### src/rsc_pkg.sv
// package: constants and types for the reset source controller
package rsc_pkg;

  ////////////////////////////////////////////////////////////////////////////
  // register byte offsets (aligned 32-bit words)
  localparam logic [3:0] RSC_OFS_GUARD = 4'h0; // reset_guard_register
  localparam logic [3:0] RSC_OFS_FLAGS = 4'h4; // reset_cause_flags
  localparam logic [3:0] RSC_OFS_BOSEL = 4'h8; // brownout_select_register
  localparam logic [3:0] RSC_OFS_STAT = 4'hC; // read-only status

  // reset values
  localparam logic [7:0] RSC_GUARD_POR = 8'h55;
  localparam logic [7:0] RSC_BOSEL_POR = 8'h66;

  // legal guard codes
  localparam logic [7:0] RSC_GUARD_OK_A = 8'h55;
  localparam logic [7:0] RSC_GUARD_OK_B = 8'hAA;
  localparam logic [4:0] RSC_WDG_OK_A = 5'h15;
  localparam logic [4:0] RSC_WDG_OK_B = 5'h0A;

  // brownout level codes
  localparam logic [7:0] RSC_LVL_1V70 = 8'h66;
  localparam logic [7:0] RSC_LVL_1V90 = 8'h55;
  localparam logic [7:0] RSC_LVL_2V55 = 8'h33;
  localparam logic [7:0] RSC_LVL_3V15 = 8'h99;
  localparam logic [7:0] RSC_LVL_3V80 = 8'hAA;
  localparam logic [7:0] RSC_LVL_OFF = 8'hF0;

  // flash control value that resets the device
  localparam logic [7:0] RSC_FLASH_RST = 8'h55;

  // cause flag bit positions
  localparam int RSC_BIT_WDT = 0;
  localparam int RSC_BIT_THR = 1;
  localparam int RSC_BIT_BO = 2;
  localparam int RSC_BIT_GUARD = 3;

  // operating mode encoding on the mode input
  localparam logic [1:0] RSC_MODE_FAST = 2'h0;
  localparam logic [1:0] RSC_MODE_SLOW = 2'h1;
  localparam logic [1:0] RSC_MODE_IDLE = 2'h2;
  localparam logic [1:0] RSC_MODE_SLEEP = 2'h3;

  // axi responses
  localparam logic [1:0] RSC_RESP_OKAY = 2'h0;
  localparam logic [1:0] RSC_RESP_DECERR = 2'h3;

  // timing counts in cycles of the 40 ns clock
  localparam int RSC_GUARD_DELAY_CYC = 16; // guard reset delay
  localparam int RSC_FILTER_CYC = 8; // brownout filter time
  localparam int RSC_DEVRST_CYC = 4; // width of the device reset

  // threshold selection as seen by the analog comparator
  typedef enum logic [2:0]
  {
    RSC_TH_1V70,
    RSC_TH_1V90,
    RSC_TH_2V55,
    RSC_TH_3V15,
    RSC_TH_3V80
  } rsc_thresh_e;

  // sticky cause flags, bit 3 down to bit 0
  typedef struct packed
  {
    logic guard;
    logic brownout;
    logic thr_fault;
    logic wdt_fault;
  } rsc_flags_s;

endpackage

### src/rsc_top.sv
// reset source controller: combines reset sources and records their cause
//
// Operation
// - any device reset clears the program counter
// - power-on presets port data and direction
// - illegal guard value resets after guard delay
// - guard loads 55h; legal values do nothing
// - guard reset sets guard flag bit 3
// - cause flag bits 7 to 4 read zero
// - flags set by hardware, cleared by software zero
// - brownout active in fast and slow modes
// - brownout disabled in sleep and idle
// - low supply must outlast filter time
// - brownout reset sets brownout flag bit 2
// - decode brownout level code to threshold
// - bad level code resets, restores select
// - bad level code sets flag bit 1
// - genuine brownout keeps select register
// - brownout select loads 66h at power-on
// - flash control write 55h resets immediately
// - running watchdog timeout resets, sets timeout
// - bad watchdog guard resets, sets bit 0
// - sleeping watchdog timeout clears pc and sp
// - power-on clears timeout and powerdown flags
//
// The AXI4-Lite interface to the registers and the address map were decided locally.
`timescale 1ns/1ps
module rsc_top
  import rsc_pkg::*;
#(
  parameter int GUARD_DELAY = RSC_GUARD_DELAY_CYC,
  parameter int FILTER_LEN = RSC_FILTER_CYC,
  parameter int DEVRST_LEN = RSC_DEVRST_CYC
)
(
  input wire logic I_CLK,
  input wire logic I_ARST_N,
  // axi4-lite slave
  input wire logic [3:0] I_AXI_AWADDR,
  input wire logic I_AXI_AWVALID,
  output logic O_AXI_AWREADY,
  input wire logic [31:0] I_AXI_WDATA,
  input wire logic [3:0] I_AXI_WSTRB,
  input wire logic I_AXI_WVALID,
  output logic O_AXI_WREADY,
  output logic [1:0] O_AXI_BRESP,
  output logic O_AXI_BVALID,
  input wire logic I_AXI_BREADY,
  input wire logic [3:0] I_AXI_ARADDR,
  input wire logic I_AXI_ARVALID,
  output logic O_AXI_ARREADY,
  output logic [31:0] O_AXI_RDATA,
  output logic [1:0] O_AXI_RRESP,
  output logic O_AXI_RVALID,
  input wire logic I_AXI_RREADY,
  // device side
  input wire logic [1:0] I_MODE,
  input wire logic I_LOW_SUPPLY,
  input wire logic I_WDT_TIMEOUT,
  input wire logic [4:0] I_WDT_GUARD_CODE,
  input wire logic I_FLASH_CTRL_WR,
  input wire logic [7:0] I_FLASH_CTRL_DATA,
  input wire logic I_HALT,
  input wire logic I_CLR_WDT,
  output logic O_DEV_RST,
  output logic O_PC_CLEAR,
  output logic O_SP_CLEAR,
  output logic O_PORT_PRESET,
  output logic O_BO_ENABLE,
  output logic [2:0] O_BO_THRESHOLD,
  output logic O_TIMEOUT_FLAG,
  output logic O_POWERDOWN_FLAG
);

  ////////////////////////////////////////////////////////////////////////////
  // declarations
  logic [7:0] guard_reg; // reset_guard_register
  logic [7:0] bosel_reg; // brownout_select_register
  rsc_flags_s flags_reg; // reset_cause_flags
  logic to_reg; // timeout status flag
  logic pdf_reg; // powerdown flag
  logic [15:0] rst_cnt_reg; // device reset width counter
  logic pend_reg; // guard delay running
  logic [15:0] pend_cnt_reg; // guard delay counter
  logic [2:0] pend_src_reg; // faults seen: guard, level, watchdog
  logic [15:0] bo_cnt_reg; // brownout filter counter
  logic part_rst_reg; // pc and sp clear pulse from sleep timeout
  logic aw_full_reg; // write address held
  logic [3:0] aw_addr_reg;
  logic w_full_reg; // write data held
  logic [31:0] w_data_reg;
  logic [3:0] w_strb_reg;
  logic bvalid_reg;
  logic [1:0] bresp_reg;
  logic rvalid_reg;
  logic [1:0] rresp_reg;
  logic [31:0] rdata_reg;
  logic rd_flags_reg; // last read hit the flag register

  logic dev_rst; // device reset active
  logic run_mode; // fast or slow
  logic guard_bad;
  logic lvl_bad;
  logic wdt_bad;
  logic lvl_off;
  logic pend_expire;
  logic bo_active;
  logic bo_fire;
  logic flash_fire;
  logic wdt_full;
  logic wdt_part;
  logic full_trig;
  logic bo_only;
  logic wr_fire;
  logic wr_ok;
  logic [3:0] clr_mask; // flags that software writes to zero
  logic [31:0] rd_word;
  logic rd_hit;

  ////////////////////////////////////////////////////////////////////////////
  // fault and event detection
  assign dev_rst = (rst_cnt_reg != 16'h0000);
  assign run_mode = (I_MODE == RSC_MODE_FAST) || (I_MODE == RSC_MODE_SLOW);
  // legal guard values cause no action
  assign guard_bad = (guard_reg != RSC_GUARD_OK_A) && (guard_reg != RSC_GUARD_OK_B);
  assign wdt_bad = (I_WDT_GUARD_CODE != RSC_WDG_OK_A) &&
                   (I_WDT_GUARD_CODE != RSC_WDG_OK_B);
  assign lvl_off = (bosel_reg == RSC_LVL_OFF);

  // level code decode; unknown codes flag a threshold fault
  always_comb
  begin
    lvl_bad = 1'b0;
    O_BO_THRESHOLD = RSC_TH_1V70;
    case (bosel_reg)
      RSC_LVL_1V70: O_BO_THRESHOLD = RSC_TH_1V70;
      RSC_LVL_1V90: O_BO_THRESHOLD = RSC_TH_1V90;
      RSC_LVL_2V55: O_BO_THRESHOLD = RSC_TH_2V55;
      RSC_LVL_3V15: O_BO_THRESHOLD = RSC_TH_3V15;
      RSC_LVL_3V80: O_BO_THRESHOLD = RSC_TH_3V80;
      RSC_LVL_OFF: O_BO_THRESHOLD = RSC_TH_1V70;
      default: lvl_bad = 1'b1;
    endcase
  end

  // brownout watches only while running with a defined, enabled level
  assign bo_active = run_mode && !lvl_off && !lvl_bad && !dev_rst;
  assign O_BO_ENABLE = bo_active;
  assign bo_fire = bo_active && I_LOW_SUPPLY &&
                   (bo_cnt_reg == 16'(FILTER_LEN - 1));
  assign pend_expire = pend_reg && !dev_rst &&
                       (pend_cnt_reg == 16'(GUARD_DELAY - 1));
  assign flash_fire = I_FLASH_CTRL_WR && !dev_rst &&
                      (I_FLASH_CTRL_DATA == RSC_FLASH_RST);
  assign wdt_full = I_WDT_TIMEOUT && run_mode && !dev_rst;
  assign wdt_part = I_WDT_TIMEOUT && !run_mode && !dev_rst;
  assign full_trig = pend_expire || bo_fire || flash_fire || wdt_full;
  // a brownout alone keeps the level selection
  assign bo_only = bo_fire && !pend_expire && !flash_fire && !wdt_full;

  ////////////////////////////////////////////////////////////////////////////
  // device reset width; power-on holds it for DEVRST_LEN edges after release
  always_ff @(posedge I_CLK or negedge I_ARST_N)
  begin
    if (!I_ARST_N)
      rst_cnt_reg <= 16'(DEVRST_LEN);
    else if (full_trig)
      rst_cnt_reg <= 16'(DEVRST_LEN);
    else if (dev_rst)
      rst_cnt_reg <= rst_cnt_reg - 16'h0001;
  end

  assign O_DEV_RST = dev_rst;
  assign O_PC_CLEAR = dev_rst || part_rst_reg;
  assign O_SP_CLEAR = dev_rst || part_rst_reg;
  // ports return to inputs with data and direction high on every full reset
  assign O_PORT_PRESET = dev_rst;

  // one-cycle pc and sp clear for a timeout while asleep
  always_ff @(posedge I_CLK or negedge I_ARST_N)
  begin
    if (!I_ARST_N)
      part_rst_reg <= 1'b0;
    else
      part_rst_reg <= wdt_part;
  end

  ////////////////////////////////////////////////////////////////////////////
  // guard delay: once started it runs out even if software repairs the code
  always_ff @(posedge I_CLK or negedge I_ARST_N)
  begin
    if (!I_ARST_N)
    begin
      pend_reg <= 1'b0;
      pend_cnt_reg <= 16'h0000;
      pend_src_reg <= 3'h0;
    end
    else if (full_trig || dev_rst)
    begin
      pend_reg <= 1'b0;
      pend_cnt_reg <= 16'h0000;
      pend_src_reg <= 3'h0;
    end
    else if (pend_reg || guard_bad || lvl_bad || wdt_bad)
    begin
      pend_reg <= 1'b1;
      pend_cnt_reg <= pend_reg ? pend_cnt_reg + 16'h0001 : 16'h0000;
      pend_src_reg <= pend_src_reg | {guard_bad, lvl_bad, wdt_bad};
    end
  end

  // brownout filter: any return to good supply restarts the count
  always_ff @(posedge I_CLK or negedge I_ARST_N)
  begin
    if (!I_ARST_N)
      bo_cnt_reg <= 16'h0000;
    else if (!bo_active || !I_LOW_SUPPLY || bo_fire)
      bo_cnt_reg <= 16'h0000;
    else
      bo_cnt_reg <= bo_cnt_reg + 16'h0001;
  end

  ////////////////////////////////////////////////////////////////////////////
  // axi write channel
  assign O_AXI_AWREADY = !aw_full_reg && !bvalid_reg;
  assign O_AXI_WREADY = !w_full_reg && !bvalid_reg;
  assign wr_fire = aw_full_reg && w_full_reg && !bvalid_reg;
  assign wr_ok = (aw_addr_reg == RSC_OFS_GUARD) || (aw_addr_reg == RSC_OFS_FLAGS) ||
                 (aw_addr_reg == RSC_OFS_BOSEL) || (aw_addr_reg == RSC_OFS_STAT);
  assign O_AXI_BVALID = bvalid_reg;
  assign O_AXI_BRESP = bresp_reg;

  // address and data are latched separately, in either order
  always_ff @(posedge I_CLK or negedge I_ARST_N)
  begin
    if (!I_ARST_N)
    begin
      aw_full_reg <= 1'b0;
      aw_addr_reg <= 4'h0;
      w_full_reg <= 1'b0;
      w_data_reg <= 32'h0000_0000;
      w_strb_reg <= 4'h0;
      bvalid_reg <= 1'b0;
      bresp_reg <= RSC_RESP_OKAY;
    end
    else
    begin
      if (I_AXI_AWVALID && O_AXI_AWREADY)
      begin
        aw_full_reg <= 1'b1;
        aw_addr_reg <= {I_AXI_AWADDR[3:2], 2'b00};
      end
      if (I_AXI_WVALID && O_AXI_WREADY)
      begin
        w_full_reg <= 1'b1;
        w_data_reg <= I_AXI_WDATA;
        w_strb_reg <= I_AXI_WSTRB;
      end
      if (wr_fire)
      begin
        aw_full_reg <= 1'b0;
        w_full_reg <= 1'b0;
        bvalid_reg <= 1'b1;
        bresp_reg <= wr_ok ? RSC_RESP_OKAY : RSC_RESP_DECERR;
      end
      else if (bvalid_reg && I_AXI_BREADY)
        bvalid_reg <= 1'b0;
    end
  end

  // software zeros in the low byte clear flags; ones are ignored
  assign clr_mask = (wr_fire && aw_addr_reg == RSC_OFS_FLAGS && w_strb_reg[0]) ?
                    ~w_data_reg[3:0] : 4'h0;

  ////////////////////////////////////////////////////////////////////////////
  // guard and select registers; full resets restore the guard, and the select unless a brownout alone
  always_ff @(posedge I_CLK or negedge I_ARST_N)
  begin
    if (!I_ARST_N)
      guard_reg <= RSC_GUARD_POR;
    else if (full_trig)
      guard_reg <= RSC_GUARD_POR;
    else if (wr_fire && aw_addr_reg == RSC_OFS_GUARD && w_strb_reg[0])
      guard_reg <= w_data_reg[7:0];
  end

  always_ff @(posedge I_CLK or negedge I_ARST_N)
  begin
    if (!I_ARST_N)
      bosel_reg <= RSC_BOSEL_POR;
    else if (full_trig && !bo_only)
      bosel_reg <= RSC_BOSEL_POR;
    else if (wr_fire && aw_addr_reg == RSC_OFS_BOSEL && w_strb_reg[0] && !full_trig)
      bosel_reg <= w_data_reg[7:0];
  end

  // cause flags survive every reset but power-on; a set beats a clear
  always_ff @(posedge I_CLK or negedge I_ARST_N)
  begin
    if (!I_ARST_N)
      flags_reg <= '0;
    else
    begin
      flags_reg.guard <= (pend_expire && (pend_src_reg[2] || guard_bad)) ||
                         (flags_reg.guard && !clr_mask[RSC_BIT_GUARD]);
      flags_reg.brownout <= bo_fire ||
                            (flags_reg.brownout && !clr_mask[RSC_BIT_BO]);
      flags_reg.thr_fault <= (pend_expire && (pend_src_reg[1] || lvl_bad)) ||
                             (flags_reg.thr_fault && !clr_mask[RSC_BIT_THR]);
      flags_reg.wdt_fault <= (pend_expire && (pend_src_reg[0] || wdt_bad)) ||
                             (flags_reg.wdt_fault && !clr_mask[RSC_BIT_WDT]);
    end
  end

  // timeout and powerdown flags; brownout leaves them alone
  always_ff @(posedge I_CLK or negedge I_ARST_N)
  begin
    if (!I_ARST_N)
    begin
      to_reg <= 1'b0;
      pdf_reg <= 1'b0;
    end
    else
    begin
      to_reg <= wdt_full || wdt_part || to_reg;
      pdf_reg <= wdt_part || I_HALT || (pdf_reg && !I_CLR_WDT);
    end
  end

  assign O_TIMEOUT_FLAG = to_reg;
  assign O_POWERDOWN_FLAG = pdf_reg;

  ////////////////////////////////////////////////////////////////////////////
  // axi read channel, answer one cycle after the address is taken
  always_comb
  begin
    rd_word = 32'h0000_0000;
    rd_hit = 1'b1;
    case ({I_AXI_ARADDR[3:2], 2'b00})
      RSC_OFS_GUARD: rd_word = {24'h00_0000, guard_reg};
      RSC_OFS_FLAGS: rd_word = {28'h000_0000, flags_reg};
      RSC_OFS_BOSEL: rd_word = {24'h00_0000, bosel_reg};
      RSC_OFS_STAT: rd_word = {27'h000_0000, pend_reg, bo_active, lvl_bad, pdf_reg, to_reg};
      default: rd_hit = 1'b0;
    endcase
  end

  assign O_AXI_ARREADY = !rvalid_reg;
  assign O_AXI_RVALID = rvalid_reg;
  assign O_AXI_RDATA = rdata_reg;
  assign O_AXI_RRESP = rresp_reg;

  always_ff @(posedge I_CLK or negedge I_ARST_N)
  begin
    if (!I_ARST_N)
    begin
      rvalid_reg <= 1'b0;
      rdata_reg <= 32'h0000_0000;
      rresp_reg <= RSC_RESP_OKAY;
      rd_flags_reg <= 1'b0;
    end
    else if (I_AXI_ARVALID && O_AXI_ARREADY)
    begin
      rvalid_reg <= 1'b1;
      rdata_reg <= rd_word;
      rresp_reg <= rd_hit ? RSC_RESP_OKAY : RSC_RESP_DECERR;
      rd_flags_reg <= ({I_AXI_ARADDR[3:2], 2'b00} == RSC_OFS_FLAGS);
    end
    else if (rvalid_reg && I_AXI_RREADY)
      rvalid_reg <= 1'b0;
  end
endmodule

### config.mk
export PLATFORM = sky130hd
export DESIGN_NAME = rsc_top
export DESIGN_NICKNAME = d
export VERILOG_FILES = /design/src/rsc_pkg.sv /design/src/rsc_top.sv
export SDC_FILE = /design/constraint.sdc
export NUM_CORES = 1
export LEC_CHECK = 0
export BUFFER_PORTS_ARGS = -buffer_cell sky130_fd_sc_hd__buf_2
export CAP_MARGIN = 20
export CELL_PAD_IN_SITES_DETAIL_PLACEMENT = 0
export CELL_PAD_IN_SITES_GLOBAL_PLACEMENT = 2
export CORE_MARGIN = 4
export CORE_UTILIZATION = 34
export DETAILED_ROUTE_END_ITERATION = 12
export PLACE_DENSITY = 0.87
export RECOVER_POWER = 50
export SLEW_MARGIN = 10
export SYNTH_ARGS = -nofsm -noshare
export SYNTH_HDL_FRONTEND = slang
export SYNTH_SLANG_ARGS = --single-unit
### constraint.sdc
create_clock -name I_CLK -period 3.1 [get_ports I_CLK]
set_input_delay 0.31 -clock I_CLK [delete_from_list [all_inputs] [get_ports I_CLK]]
set_output_delay 0.31 -clock I_CLK [all_outputs]
set_load 0.03 [all_outputs]
== After elaboration in Yosys (flattened, before gate mapping) ==
Cells that the tools add are included.

* Add/subtract/negate cells: 3
* Muxes and demuxes: 27
* Bitwise gates (word level): 2
* Eq/ne operators: 20
* Reductions and logical operators: 100

{| class="wikitable"
|+ Operators with widths
! operator !! number
|-
| $pmux W32 S4 || 1
|-
| $mux W16 || 6
|-
| $logic_and A1 B1 Y1 || 43
|-
| $add A16 B1 Y16 const B || 2
|-
| $mux W8 || 4
|-
| $logic_or A1 B1 Y1 || 25
|-
| $eq A8 B7 Y1 const B || 3
|-
| $eq A8 B8 Y1 const B || 3
|-
| $logic_not A1 Y1 || 19
|-
| $eq A16 B3 Y1 const B || 1
|-
| $eq A16 B4 Y1 const B || 1
|-
| $reduce_bool A16 Y1 || 1
|-
| $reduce_bool A2 Y1 || 8
|-
| $sub A16 B1 Y16 const B || 1
|-
| $pmux W3 S4 || 1
|-
| $mux W1 || 11
|-
| $eq A2 B2 Y1 const B || 4
|-
| $eq A8 B6 Y1 const B || 1
|-
| $ne A8 B7 Y1 const B || 1
|-
| $ne A8 B8 Y1 const B || 1
|-
| $eq A2 B1 Y1 const B || 3
|-
| $mux W3 || 2
|-
| $reduce_or A6 Y1 || 1
|-
| $ne A5 B4 Y1 const B || 1
|-
| other kinds (7) || 8
|}

* Output and inout bits: 51
* Word-level logic and storage cells: 175
* Bits in registers: 124
* Input port bits: 71

== Longest topological paths before layout ==
* Depth after elaboration: 14
* Gate-level depth with buffers: 10
* Gate-level depth less buffers: 8

== Least setup slack after synthesis ==
No wires, ideal clock.

* Path type: register -> register
* Start: reg rst_cnt_reg[7]
* End: reg bo_cnt_reg[10]
* Slack: 0.539 ns
* Data required time: 3.029 ns
* Library setup time: 0.071 ns
* Stages on the path, launching flop included: 10
* Clock period less this slack: 2.561 ns
* Path buffers: 2
* Arrival: 2.490 ns
* Path through: dfrtp_1 -> or4_4 -> nor3b_4 -> and3_1 -> buf_6 -> inv_4 -> nor3b_4 -> o211ai_4 -> buf_6 -> nor2_1

* Cells in the longest elaborated chain, start to end: 7
* Elaborated cells between the ends (all ways): 9

{| class="wikitable"
|+ Ends and longest elaborated chain
! item !! RTL line !! source
|-
| start, declared || rsc_top.sv:82 || <nowiki>logic [15:0] rst_cnt_reg;</nowiki>
|-
| start signal, assigned || rsc_top.sv:166 || <nowiki>rst_cnt_reg <= 16'(DEVRST_LEN);</nowiki>
|-
| start signal, assigned || rsc_top.sv:168 || <nowiki>rst_cnt_reg <= 16'(DEVRST_LEN);</nowiki>
|-
| start signal, assigned || rsc_top.sv:170 || <nowiki>rst_cnt_reg <= rst_cnt_reg - 16'h0001;</nowiki>
|-
| $reduce_bool A16 Y1 (*) || rsc_top.sv:122 || <nowiki>assign dev_rst = (rst_cnt_reg != 16'h0000);</nowiki>
|-
| net O_DEV_RST || rsc_top.sv:65 || <nowiki>output logic O_DEV_RST,</nowiki>
|-
| $logic_not A1 Y1 (*) || rsc_top.sv:147 || <nowiki>assign bo_active = run_mode && !lvl_off && !lvl_bad && !dev_rst;</nowiki>
|-
| $logic_and A1 B1 Y1 (*) || rsc_top.sv:147 ||
|-
| net O_BO_ENABLE || rsc_top.sv:69 || <nowiki>output logic O_BO_ENABLE,</nowiki>
|-
| $logic_not A1 Y1 or $logic_and A1 B1 Y1 (tied branches) || rsc_top.sv:217, rsc_top.sv:149 ||
|-
| $logic_or A1 B1 Y1 or $logic_and A1 B1 Y1 (tied branches) || rsc_top.sv:217, rsc_top.sv:149 ||
|-
| $logic_or A1 B1 Y1 (*) || rsc_top.sv:217 || <nowiki>else if (!bo_active || !I_LOW_SUPPLY || bo_fire)</nowiki>
|-
| $mux W16 (*) || rsc_top.sv:217 ||
|-
| end signal, assigned || rsc_top.sv:220 || <nowiki>bo_cnt_reg <= bo_cnt_reg + 16'h0001;</nowiki>
|-
| end, declared || rsc_top.sv:86 || <nowiki>logic [15:0] bo_cnt_reg;</nowiki>
|}

Mark *: on every way through the listed nets, which the timed path passes. The rest lies on a longest branch.
A chain may end at the register's enable or synchronous reset.

== Worst setup path in the final report ==
* Start: reg rst_cnt_reg[7]
* End: out O_BO_ENABLE

* Cells in the longest elaborated chain, start to end: 3

{| class="wikitable"
|+ Ends and longest elaborated chain
! item !! RTL line
|-
| $reduce_bool A16 Y1 || rsc_top.sv:122
|-
| $logic_not A1 Y1 || rsc_top.sv:147
|-
| $logic_and A1 B1 Y1 || rsc_top.sv:147
|-
| end, declared || rsc_top.sv:69
|}

Every way passes these cells.

==> results.md <==
- RD Place Congestion: between 0.8 and 0.9
- Hold Crit Depth: 2
- Failing checks: max-capacitance violations, max-slew violations
- Antenna Cells: 0
- Vias per cell: around 5.0
- P&R area growth vs syn: 13.4%
- Register area share after synthesis: between 40% and 50%
- TritonCTS sink count: 99
- F_max: roughly 340 MHz
- Vias in the first global route: about 3,600
- Remaining global-route overflow: 0
- Commonest cells post-synth: dfrtp_1, nor2_1, nand2_1, buf_4, xor2_1
- Initial Util: a little over a third
- TritonCTS buffer count: 9
- Pleak: 2.65 nW
- DR WL/cell: approximately 15 um
- Clock-pin transition on the worst setup and hold timing paths: 70 ps
- Die Y: 131 um
- Worst Tran Pin Value: about 2400 ps
- Post-synthesis instance area: 5120 um^2
- CP most frequent cell: nor3b_4
- Vias: 3,659
- Final setup violation count: 0
- Hold Fails Final Rpt: 0
- Share of the synthesized area in the top cell type: 44.0%
- Top FF cell, synth: dfrtp_1
- CP delay by family, top: simple AND/OR/NAND/NOR gates
- Hold WS: 140 ps
- Skew final: 9.77 ps
- Critical path buffers and inverters: 2
- Status: finished, violations left
- Crit. End Element: primary output
- Maximum VDD drop: about 0.35 mV
- Yosys cell types: between 50 and 60
- Slowest stage cell, crit path: or4_4
- Post-Route WL: ~11,000 um
- Fin crit period: 2970 ps
- Setup TNS: 0 ps
- DRT iter0 DRCs: 286
- Placeable Area: 14,600 um^2
- DRC errors left: 0
- Largest net degree at the start of global routing: 100
- Post-route ant nets: 0
- Initial DRT Pass Iterations: 4
- Root buf cell: clkbuf_16
- Post-synth EDFFs: 0
- Longest Clk Path Bufs: 2
- Crit path depth: 6
- Worst Path Max Fanout: 6
- Clk Latency, worst-skew pair: 350 ps
- Placed cell areas: 5530 um^2
- Layout cells sized above 1: 22.9%
- First-pass GRT wire length: 18,400 um
- Seq cells post-synth: 99
- R2r setup slk: 580 ps
- Max-cap viol count: 1
- Slowest stage delay, CP: 570 ps
- Antenna violations before repair: 0
- Final Net Count: 621
- Slew Limit Fails: 100
- Post-synthesis average cell area: 10.6 um^2
- RSZ-0062 raised after global routing: false
- Tcrit/Tclk final: 95.7%
- Synth warn: 0
- Critical Path AT: 2660 ps
- Port Buf Inserts: 63
- CTS tree: yes
- Area leader, netlist: dfrtp_1
- Pwr dens: 740 nW/um^2
- Row Count: 44
- Overall global routing resource usage: 13.6%
- Die ar.: between 15,000 and 20,000 um^2
- Hold Crit Class: in -> reg
- Post-Syn Instances: 484
- Post-DP HPWL: 8150 um
- Die X: 131 um
- FF-to-FF path depth: 7
- Worst path required time: 2790 ps
- Top-count cell post-synth: dfrtp_1
- Slew HR: -62.1%
- Largest cells by area after synthesis: dfrtp_1, nor2_1, dfstp_2
- Post-synth ARST share: 100%
- H-Tree Level Count: 3
- WS Path Type: reg -> out
- CP Launch Type: flop
- I/O pin count: approximately 120
- Critical path cell sequence: or4_4 -> nor3b_4 -> and3_2 -> inv_4 -> nor3b_4 -> buf_2
- Final Cell Area: 5810 um^2
-- metrics by stage --
stage	utilization, %	worst slack [ps]	cells	power, mW
after floorplan	-	539	509	2.85
after global placement	37.8	438	719	3.17
after detailed placement	37.8	408	719	3.21
after CTS	39.8	17.4	735	4.35
after global routing	39.7	6.24	735	4.55
final	39.7	133	735	4.29
-- placed cells by master, fill, tap and decap left out, types with 4 or more instances in the layout --
cell / synthesis / final
dfrtp_1: 90 / 90
nor2_1: 65 / 65
buf_2: 3 / 56
nand2_1: 38 / 38
xor2_1: 26 / 26
conb_1: 1 / 26
mux2i_1: 23 / 23
nand3_1: 16 / 16
xnor2_1: 16 / 16
o21ai_0: 14 / 14
mux2_2: 14 / 14
a22oi_1: 14 / 14
and3_1: 10 / 9
dfstp_2: 9 / 9
clkbuf_16: 0 / 9
nor4_1: 8 / 8
nor3_1: 8 / 8
nand4_1: 8 / 8
inv_1: 8 / 8
clkbuf_1: 9 / 8
a21oi_1: 6 / 6
buf_4: 29 / 6
and4bb_2: 5 / 5
and2_1: 7 / 5
or4_4: 4 / 4
ha_1: 4 / 4
-- final timing paths --
kind,startpoint,to
setup / recovery,rst_cnt_reg[7],O_BO_ENABLE
hold / removal,I_AXI_BREADY,O_AXI_BVALID
setup reg to reg,rst_cnt_reg[7],bo_cnt_reg[12]
hold reg to reg,bo_cnt_reg[0],bo_cnt_reg[0]
max in group asynchronous,I_ARST_N,rst_cnt_reg[9]
min in group asynchronous,I_ARST_N,O_AXI_RDATA[6]
-- area by class of cell --
type / instances / area (um^2)
Timing Repair Buffer: 70 / 360
Inverter: 9 / 36.3
Multi-Input combinational cell: 357 / 2400
Sequential cell: 99 / 2490
Tap cell: 184 / 230
Clock inverter: 5 / 61.3
Clock buffer: 11 / 233
Fill cell: 1440 / 8840
-- layer usage --
layer  up-vias  GRT usage, %  share of wire (%)
li1       1770             -                  -
met1      1777          18.6                 46
met2        95          21.1                 46
met3        17          3.17                5.7
met4         0          5.44                2.4
met5         -             0                  0
-- logic make-up (layout without fill, tap and decap cells) --
family	count (synthesis)	after routing	synth area share (%)
other cells	1	26	0.0732
mux	40	40	8.90
fa+ha+maj	4	4	0.978
compound gates	50	50	7.11
flops	99	99	48.6
xor+xnor	42	42	7.18
buf+inv	53	95	6.43
simple gates	195	195	20.7
-- power by group --
part | switching [mW] | internal [mW] | total (mW)
registers | 0.392 | 1.69 | 2.08
logic | 0.605 | 0.501 | 1.11
clock network | 0.480 | 0.631 | 1.11
-- timing repair --
item	CTS	global route
hold buffers	0	0
setup endpoints to repair	0	1
gates resized for setup	0	1
buffers inserted	0	0
Power figures use the tool's default switching activity.
